$ cat config.mk
export PLATFORM = sky130hd
export DESIGN_NAME = sai_interlock
export DESIGN_NICKNAME = d
export VERILOG_FILES = /design/src/sai_pkg.sv /design/src/sai_pulse_counter.sv /design/src/sai_interlock.sv
export SDC_FILE = /design/constraint.sdc
export NUM_CORES = 1
export LEC_CHECK = 0
export ABC_AREA = 1
export BUFFER_PORTS_ARGS = -buffer_cell sky130_fd_sc_hd__buf_2
export CORE_MARGIN = 4
export CORE_UTILIZATION = 56
export DETAILED_ROUTE_END_ITERATION = 7
export PLACE_DENSITY = 0.75
export RECOVER_POWER = 25
export SLEW_MARGIN = 30
export SYNTH_ARGS = -nofsm -noshare
export SYNTH_HDL_FRONTEND = slang
export SYNTH_SLANG_ARGS = --single-unit
$ cat constraint.sdc
create_clock -name core_clk -period 1.6 [get_ports core_clk]
set_input_delay 0.16 -clock core_clk [delete_from_list [all_inputs] [get_ports core_clk]]
set_output_delay 0.16 -clock core_clk [all_outputs]
set_load 0.02 [all_outputs]
$ cat src/sai_pkg.sv
package sai_pkg;

    // ------------------------------------------------------------
    // Fault codes
    // ------------------------------------------------------------
    localparam logic [7:0] FAULT_NONE      = 8'h00;
    localparam logic [7:0] FAULT_PIT       = 8'h14;
    localparam logic [7:0] FAULT_KEY       = 8'h15;
    localparam logic [7:0] FAULT_RECLOSE   = 8'h79;

    // ------------------------------------------------------------
    // Timing
    // ------------------------------------------------------------
    localparam int CLK_HZ          = 10_000_000;
    localparam int RESET_WINDOW_MS = 3000;
    localparam int RESET_WINDOW_CYC = (CLK_HZ / 1000) * RESET_WINDOW_MS;
    localparam int RESET_ACTIONS   = 3;

    // ------------------------------------------------------------
    // Configurations
    // ------------------------------------------------------------
    typedef enum logic [1:0] {
        SAI_CFG_HEAD,
        SAI_CFG_PIT,
        SAI_CFG_HEAD_PIT
    } sai_cfg_e;

    typedef struct packed {
        logic key_contact_ok;
        logic pit_chain_point_ok;
        logic second_to_third_active;
        logic chain_closed;
        logic door_key_contact;
        logic panel_a_inspect;
        logic panel_reset_btn;
        logic terminal_reset;
        logic insp_selected;
        logic run_request;
    } sai_in_s;

endpackage

$ cat src/sai_pulse_counter.sv
`timescale 1ns/1ps
module sai_pulse_counter #(
    parameter int WINDOW_CYC = 30_000_000,
    parameter int ACTIONS    = 3
) (
    // Clock and reset
    input  wire logic core_clk,
    input  wire logic sys_rst,
    // Action stream
    input  wire logic action,
    input  wire logic enable,
    output logic      done
);

    logic [31:0] timer_ff;
    logic [3:0]  count_ff;
    logic        done_ff;

    assign done = done_ff;

    // Partial sequences die when the window runs out.
    always_ff @(posedge core_clk) begin
        if (sys_rst || !enable) begin
            timer_ff <= 32'h0000_0000;
            count_ff <= 4'h0;
            done_ff  <= 1'b0;
        end else begin
            done_ff <= 1'b0;
            if (action) begin
                if (count_ff == 4'(ACTIONS - 1)) begin
                    done_ff  <= 1'b1;
                    count_ff <= 4'h0;
                    timer_ff <= 32'h0000_0000;
                end else begin
                    count_ff <= count_ff + 4'h1;
                    timer_ff <= 32'(WINDOW_CYC);
                end
            end else if (timer_ff != 32'h0000_0000) begin
                timer_ff <= timer_ff - 32'h0000_0001;
            end else begin
                count_ff <= 4'h0;
            end
        end
    end

endmodule

$ cat src/sai_interlock.sv
`timescale 1ns/1ps
module sai_interlock #(
    parameter int WINDOW_CYC = sai_pkg::RESET_WINDOW_CYC,
    parameter bit BISTABLE   = 1'b1
) (
    // Clock and reset
    input  wire logic              core_clk,
    input  wire logic              sys_rst,
    // Configuration
    input  wire sai_pkg::sai_cfg_e cfg,
    // Field inputs
    input  wire sai_pkg::sai_in_s  fin,
    input  wire logic              roof_access,
    // Outputs
    output logic                   shaft_access_fault,
    output logic [7:0]             fault_code,
    output logic                   run_enable,
    output logic                   light_green
);

    // ------------------------------------------------------------
    // Input edges
    // ------------------------------------------------------------
    logic key_d_ff;
    logic btn_d_ff;
    logic key_ok_d_ff;
    logic latch_open_ff;
    logic armed_ff;
    logic fault_ff;
    logic [7:0] code_ff;
    logic run_ff;
    logic green_ff;
    logic key_action;
    logic btn_action;
    logic key_done;
    logic btn_done;
    logic pit_access;
    logic key_access;
    logic reset_req;
    logic reset_ok;
    logic latch_closed;

    always_ff @(posedge core_clk) begin
        if (sys_rst) begin
            key_d_ff    <= 1'b1;
            btn_d_ff    <= 1'b0;
            key_ok_d_ff <= 1'b1;
        end else begin
            key_d_ff    <= fin.door_key_contact;
            btn_d_ff    <= fin.panel_reset_btn;
            key_ok_d_ff <= fin.key_contact_ok;
        end
    end

    // A reclose of the key contact completes one open/close action.
    assign key_action = fin.door_key_contact && !key_d_ff;
    assign btn_action = fin.panel_reset_btn && !btn_d_ff;

    // pit access, accepting the panel panel_a only with a chain device active.
    assign pit_access = !fin.pit_chain_point_ok ||
                        (fin.panel_a_inspect && fin.second_to_third_active);
    // Roof entry is monitored only outside the reduced-pit configuration.
    // Only the opening edge counts, so a contact held open can still be reset.
    assign key_access = !fin.key_contact_ok && key_ok_d_ff &&
                        ((cfg != sai_pkg::SAI_CFG_PIT) || !roof_access);

    // ------------------------------------------------------------
    // Reset sequence counters
    // ------------------------------------------------------------
    sai_pulse_counter #(
        .WINDOW_CYC (WINDOW_CYC),
        .ACTIONS    (sai_pkg::RESET_ACTIONS)
    ) u_key_cnt (
        .core_clk (core_clk),
        .sys_rst  (sys_rst),
        .action   (key_action),
        .enable   (fault_ff),
        .done     (key_done)
    );

    sai_pulse_counter #(
        .WINDOW_CYC (WINDOW_CYC),
        .ACTIONS    (sai_pkg::RESET_ACTIONS)
    ) u_btn_cnt (
        .core_clk (core_clk),
        .sys_rst  (sys_rst),
        .action   (btn_action),
        .enable   (fault_ff),
        .done     (btn_done)
    );

    assign reset_req = key_done || btn_done || fin.terminal_reset;
    assign latch_closed = BISTABLE ? fin.key_contact_ok : !latch_open_ff;
    // Pit access must be gone and the chain closed before a reset counts.
    assign reset_ok = reset_req && fin.chain_closed && !pit_access;

    // ------------------------------------------------------------
    // Internal latching circuit
    // ------------------------------------------------------------
    // Monostable contacts forget the opening, so hold it here until reset.
    always_ff @(posedge core_clk) begin
        if (sys_rst) begin
            latch_open_ff <= 1'b0;
        end else if (key_access) begin
            latch_open_ff <= 1'b1;
        end else if (reset_ok && !BISTABLE) begin
            latch_open_ff <= 1'b0;
        end
    end

    // Armed after the latch is seen open with a fault pending.
    always_ff @(posedge core_clk) begin
        if (sys_rst) begin
            armed_ff <= 1'b0;
        end else if (!fault_ff) begin
            armed_ff <= 1'b0;
        end else if (!latch_closed) begin
            armed_ff <= 1'b1;
        end
    end

    // ------------------------------------------------------------
    // Fault latch
    // ------------------------------------------------------------
    // New access wins over a reset in the same cycle.
    always_ff @(posedge core_clk) begin
        if (sys_rst) begin
            fault_ff <= 1'b0;
            code_ff  <= sai_pkg::FAULT_NONE;
        end else if (pit_access) begin
            fault_ff <= 1'b1;
            code_ff  <= sai_pkg::FAULT_PIT;
        end else if (key_access) begin
            fault_ff <= 1'b1;
            code_ff  <= sai_pkg::FAULT_KEY;
        end else if (BISTABLE && fault_ff && code_ff == sai_pkg::FAULT_KEY &&
                     latch_closed && armed_ff && !reset_ok) begin
            code_ff  <= sai_pkg::FAULT_RECLOSE;
        end else if (reset_ok) begin
            // A pit fault does not involve the latching circuit.
            if (latch_closed && code_ff != sai_pkg::FAULT_PIT) begin
                code_ff <= sai_pkg::FAULT_RECLOSE;
            end else begin
                fault_ff <= 1'b0;
                code_ff  <= sai_pkg::FAULT_NONE;
            end
        end
    end

    // ------------------------------------------------------------
    // Run permission and light
    // ------------------------------------------------------------
    always_ff @(posedge core_clk) begin
        if (sys_rst) begin
            run_ff   <= 1'b0;
            green_ff <= 1'b0;
        end else begin
            run_ff   <= fin.run_request && (!fault_ff || fin.insp_selected);
            green_ff <= fault_ff && fin.insp_selected;
        end
    end

    assign shaft_access_fault = fault_ff;
    assign fault_code         = code_ff;
    assign run_enable         = run_ff;
    assign light_green        = green_ff;

endmodule

==> results of run 1 <==
power breakdown:
part / internal, mW / leakage (nW) / switching, mW
combinational: 3.16 / 2.01 / 5.71
sequential: 2.55 / 0.698 / 0.521
clock: 0.615 / 0.0889 / 0.840
synth_stat cells, drive strengths merged:
master	instances	area share, %
a21boi	1	0.15
a21oi	38	3.8
a31oi	3	0.38
and2	3	0.38
buf	15	2.0
clkbuf	3	0.23
clkinv	2	0.18
conb	1	0.076
dfxtp	85	34
ha	6	1.5
inv	92	7.0
nand2	201	16
nand3	69	7.0
nand3b	1	0.15
nand4	26	3.3
nor2	189	17
nor3	17	1.7
nor4	3	0.38
o21a	1	0.15
o21ai	14	1.4
o21bai	10	1.5
or2	4	0.50
xnor2	1	0.18
xor2	5	0.88
logic make-up (layout without fill, tap and decap cells):
group                    count (synthesis)  count (layout)  share of synthesized area (%)
adder cells (fa/ha/maj)                  6               6                           1.51
AO/OA/AOI/OAI                           67              67                           7.44
XOR/XNOR                                 6               6                           1.06
AND/OR/NAND/NOR                        513             513                           46.1
flip-flops                              85              85                           34.3
buffers and inverters                  112             181                           9.46
other                                    1               2                         0.0756
worst min-delay path, delay by kind of cell:
family	cells	cell delay, ps
buf+inv	2	110
simple gates	1	70
stage by stage:
| stage | setup TNS, ps | cells | cell area, µm² | setup slack (ps) | hold WS (ps) |
|---|---|---|---|---|---|
| 4_1_cts | 0 | 959 | 5610 | 10.3 | 0.964 |
| 2_1_floorplan | 0 | 791 | 4960 | 61.7 | 229 |
| 5_1_grt | -780 | 968 | 5880 | -83.8 | 17.4 |
| 3_5_place_dp | -96.7 | 941 | 5390 | -25.9 | 364 |
| 6_report | 0 | 968 | 5880 | 3.69 | 15.1 |
| 3_3_place_gp | 0 | 941 | 5390 | 13.4 | 366 |
cell usage in the layout (no fill, tap or decap), drive strengths merged, types with 2 or more instances in the layout:
master / netlist / final
a31oi: 3 / 3
and2: 3 / 3
buf: 15 / 55
xor2: 5 / 5
nand2: 201 / 201
o21ai: 14 / 14
ha: 6 / 6
or2: 4 / 4
dfxtp: 85 / 85
clkinvlp: 0 / 3
clkbuf: 3 / 23
a21oi: 38 / 38
o21bai: 10 / 10
nand4: 26 / 26
conb: 1 / 2
inv: 92 / 94
nor2: 189 / 189
clkinv: 2 / 4
nor3: 17 / 17
nand3: 69 / 69
dlygate4sd3: 0 / 2
nor4: 3 / 3
flip-flops by register name, indices dropped and copies added, names as in the netlist:
signal	count
u_btn_cnt.timer_ff	32
armed_ff	1
key_d_ff	1
run_enable	1
btn_d_ff	1
fault_code	4
u_key_cnt.timer_ff	32
shaft_access_fault	1
u_key_cnt.done	1
u_btn_cnt.count_ff	4
key_ok_d_ff	1
u_key_cnt.count_ff	4
u_btn_cnt.done	1
light_green	1
cell type report:
cell class                 instances  area, µm²  share of cell area [%]
sequential                        85       1720                    29.2
inverter                          94        367                    6.23
timing repair buffer              70        464                    7.89
timing repair inverter             1       6.26                   0.106
multi-input combinational        594       3010                    51.2
tap                              108        135                    2.30
clock buffer                      10        138                    2.34
clock inverter                     6       46.3                   0.787
repair_timing:
action                                  CTS  global route
pin swaps                                 0            25
setup buffers                             0             8
endpoints found under the setup margin   13            68
resized for setup                         4            78
endpoints found under the hold margin     2             0
cloned                                    0             1
hold buffers                              2             0
metal layers:
metal  GRT usage [%]  vias up
li1                -     2641
met3            4.10       27
met5               0        -
met4            8.98        0
met2            40.4      205
met1            37.7     2425
final timing paths:
path	cells past startpoint	slack, ps	startpoint	endpoint
setup / recovery	9	4	u_btn_cnt.timer_ff[0]	u_btn_cnt.count_ff[2]
hold / removal	3	20	fin[3]	btn_d_ff
setup reg to reg	9	4	u_btn_cnt.timer_ff[0]	u_btn_cnt.count_ff[2]
hold reg to reg	2	480	armed_ff	armed_ff
==> flow_summary.toml, run 1 <==
[critical_path]
arrival_ps = 1850
path_buf_inv = 2
crit_family = "simple AND/OR/NAND/NOR gates"
crit_slowest_cell = "dfxtp_2"
max_stage_delay_ps = 350
cp-end-kind = "flip-flop"
cp-start-kind = "flip-flop"
cp_cell_sequence = "inv_2 -> ha_4 -> nand2_4 -> nor2_4 -> nand2_2 -> nor2_4 -> clkinvlp_4 -> nand2_2 -> a21oi_1"
critPathRequiredTime_ps = 1850
critPathKind = "flip-flop to flip-flop"
crit_fanout = 7

[timing]
rsz0062_at_grt = "true"
setup_viol = 0
final_max_slew_viol_count = 0
finalCriticalPeriod_ps = 1600
relSlewSlack_pct = 66.4
hold_viol_final = 0
fmax_ghz = 0.626
post-route-period-util_pct = 99.8
worst_slew_pin_slew_ps = 504
skew_ps = 14.6

[routing]
via_per_inst = 5.47
first_pass_iters = 7
via_count = 5298
drt_iter0_markers = 327
drt.antenna.violating_nets = 0
avgRoutedWirePerCell_um = 14.3
wl_um = 13800
maxUsedRoutingLayer = "met4"
wl_met2_um = 6190
drc = 0
wl_met1_um = 6340
wl_met3_um = 1050

[cts]
h-tree-depth = 3
cts.sinks = 85
cts_root_buffer = "clkbuf_8"
clkTransAtPathRegs_ps = 90
clock_latency_ps = 370
cts_buffer_depth = 2
cts_buffers = 9
cts_tree = "built"

[synth]
syn_area_per_cell_um2 = 6.28
yosysSeqAreaShare_pct = 34.3
ys_ff_latch = 85
synth_cell_type_count = 35
netlist_area_um2 = 4960
synthCells = 790
ys.warnings.count = 0

[power_and_ir_drop]
cellPowerDensity_nw_per_um2 = 2280
p_leak_nw = 2.79
total_power_mw = 13.4
ir_drop_mv = 0.952

[final_layout]
syn2layout_area_growth_pct = 18.6
nFillCells = 800
drive_above_1_share_pct = 20.5
fin_util_pct = 67.8
fin_nets = 876
diodes = 0

[global_route]
grt_pass1_wl_um = 21700
grt_pass1_vias = 4720
grt_max_degree = 30
antenna_found_initial = 0
gr-usage-all-layers_pct = 26.3
grt_overflow = 0

[placed_design]
place.detailed.hpwl_um = 10200
gp_routability_congestion = 1.01
io_buffers = 23

[worst_hold_path]
hp-class = "input port to flip-flop"

[floorplan]
fp.dieW_um = 102
row_count = 34
num_io_pins = 26
floorplan.initialDensity_pct = 57.1
dieArea_um2 = 10400
fp.dieH_um = 102
fp.coreArea_um2 = 8680

[status]
status = "finished clean"

[run]
drv_cap = 0
(Power assumes the default switching activity.)
==> run 2, diff against run 1 <==
--- a/config.mk
+++ b/config.mk
@@ -8,9 +8,9 @@
 export ABC_AREA = 1
 export BUFFER_PORTS_ARGS = -buffer_cell sky130_fd_sc_hd__buf_2
 export CORE_MARGIN = 4
-export CORE_UTILIZATION = 56
+export CORE_UTILIZATION = 60
 export DETAILED_ROUTE_END_ITERATION = 7
-export PLACE_DENSITY = 0.75
+export PLACE_DENSITY = 0.76
 export RECOVER_POWER = 25
 export SLEW_MARGIN = 30
 export SYNTH_ARGS = -nofsm -noshare
==> constraint.sdc (replaced) <==
create_clock -name core_clk -period 1.7 [get_ports core_clk]
set_input_delay 0.17 -clock core_clk [delete_from_list [all_inputs] [get_ports core_clk]]
set_output_delay 0.17 -clock core_clk [all_outputs]
set_load 0.02 [all_outputs]
==> run 2 against run 1 <==
Effect of this change:
- die area shrank 6.2%
- worst setup slack gained 89 ps
- sequential cell count is the same
- utilization grew 3.1 points
- non-clock buffer count shrank 15
- critical path depth grew 1
- largest power group unchanged
- sequential power shrank 7.2%
- fmax shrank 0.69%
- largest cell class unchanged
==> flow_summary.toml, run 2 (synthesized netlist as in run 1, its figures left out) <==
[status]
status = "finished clean"

[routing]
via_count = 5199
wl_um = 13600
drc = 0
via_per_inst = 5.50
drt.antenna.violating_nets = 0
drt_iter0_markers = 294
avgRoutedWirePerCell_um = 14.4
first_pass_iters = 5

[floorplan]
floorplan.initialDensity_pct = 62.9
row_count = 32
fp.dieH_um = 98.9
fp.coreArea_um2 = 7890
dieArea_um2 = 9780
fp.dieW_um = 98.9
num_io_pins = 26

[critical_path]
critPathKind = "flip-flop to flip-flop"
critPathCapture = "u_key_cnt.timer_ff[9]"
crit_family = "simple AND/OR/NAND/NOR gates"
r2r-start = "u_key_cnt.timer_ff[0]"
rrSetupSlack_ps = 90
path_buf_inv = 1
crit_start = "u_key_cnt.timer_ff[0]"
cpMostUsedCell = "nor2_1"
max_stage_delay_ps = 330
crit_fanout = 8
cp-end-kind = "flip-flop"
cp_num_cells = 10
r2r-end = "u_key_cnt.timer_ff[9]"
crit_slowest_cell = "dfxtp_1"
cp-start-kind = "flip-flop"
critPathRequiredTime_ps = 1990
cp_cell_sequence = "inv_1 -> ha_4 -> nand2_4 -> nor2_8 -> nand2_1 -> nor2_1 -> nand3_1 -> nand2_2 -> nor2_1 -> nor2_1"
arrival_ps = 1900
reg2regPathDepth = 10

[cts]
clock_latency_ps = 350
clkTransAtPathRegs_ps = 90
cts.sinks = 85
cts_tree = "built"
cts_root_buffer = "clkbuf_8"
h-tree-depth = 3
cts_buffers = 9
cts_buffer_depth = 2

[final_layout]
layout_common_cells = "186 x nand2_1, 160 x nor2_1, 89 x inv_1"
diodes = 0
largestRegisters = "u_btn_cnt.timer_ff (32), u_key_cnt.timer_ff (32)"
final_common_cell = "nand2_1"
nFillCells = 679
fin_util_pct = 70.9
drive_above_1_share_pct = 13.4
syn2layout_area_growth_pct = 12.8
layoutNonFillerInstCount = 945
fin_nets = 860
ff_latch_area_um2 = 1700
multi_input_area_um2 = 2860

[timing]
relSlewSlack_pct = 64.4
finalCriticalPeriod_ps = 1610
fmax_ghz = 0.622
skew_ps = 8.42
hold_viol_final = 0
rsz0062_at_grt = "true"
worst_slew_pin_slew_ps = 534
final_max_slew_viol_count = 0
post-route-period-util_pct = 94.5
setup_viol = 0

[worst_hold_path]
hp-class = "input port to flip-flop"

[global_route]
grt_pass1_vias = 4779
top_usage_layer = "met2"
grt_pass1_wl_um = 22400
grt_max_degree = 38
grt_overflow = 0
gr-usage-all-layers_pct = 28.0
gr-usage-met2_pct = 42.0
use_met1_pct = 39.9
gr-usage-met3_pct = 7.22
antenna_found_initial = 0

[power_and_ir_drop]
ir_drop_mv = 0.986
cellPowerDensity_nw_per_um2 = 2130
p_leak_nw = 2.70

[placed_design]
gp_routability_congestion = 0.939
dp_cells = 928
io_buffers = 23
place.detailed.hpwl_um = 10300

[run]
drv_cap = 0
run 2: how the worst min path moves through the flow:
stage / startpoint / end / slack [ps] / cells past startpoint
after floorplan: sys_rst / fault_code[2] / 240 / 1
after global placement: fin[5] / key_d_ff / 370 / 3
after detailed placement: fin[5] / key_d_ff / 390 / 3
after CTS: fin[5] / key_d_ff / 7 / 3
after global routing: fin[5] / key_d_ff / 20 / 3
final: fin[5] / key_d_ff / 20 / 3
run 2: worst register-to-register path, stage by stage, from the launching register on:
cell	delay, ps
dfxtp_1	330
inv_1	140
ha_4	190
nand2_4	90
nor2_8	170
nand2_1	80
nor2_1	90
nand3_1	170
nand2_2	160
nor2_1	50
nor2_1	90
run 2: per-layer routing:
layer / vias to the layer above / routed length (µm) / share of wire [%]
li1: 2610 / - / -
met1: 2373 / 6190 / 45
met2: 197 / 6020 / 44
met3: 19 / 1220 / 8.9
met4: 0 / 191 / 1.4
met5: - / 0 / 0
run 2: through the flow:
| step | hold slack [ps] | setup TNS [ps] | power (mW) | cell area, µm² | setup WS [ps] |
|---|---|---|---|---|---|
| global route | 24.1 | -191 | 13.0 | 5590 | -49.8 |
| finish | 17.9 | 0 | 11.9 | 5590 | 92.7 |
| detailed placement | 388 | 0 | 10.2 | 5330 | 11.2 |
| CTS | 6.85 | 0 | 11.6 | 5520 | 31.7 |
| global placement | 375 | 0 | 10.0 | 5330 | 53.8 |
| floorplan | 239 | 0 | 8.50 | 4960 | 162 |
run 2: final cells by class:
cell class / instances / share of cell area [%]
clock buffer: 9 / 2.21
clock inverter: 6 / 1.16
inverter: 94 / 6.49
multi-input combinational: 594 / 51.1
sequential: 85 / 30.4
tap: 102 / 2.28
timing repair buffer: 55 / 6.35
run 2: power by group:
part           switching, mW  internal, mW
clock network          0.750         0.671
logic                   5.11          2.54
registers              0.456          2.39
run 2: timing repair:
action / 4_1_cts / 5_1_grt
hold buffers: 0 / 0
setup endpoints to repair: 1 / 66
resized for setup: 1 / 24
buffers inserted: 0 / 2
pin swaps: 0 / 2
endpoints found under the hold margin: 0 / 0
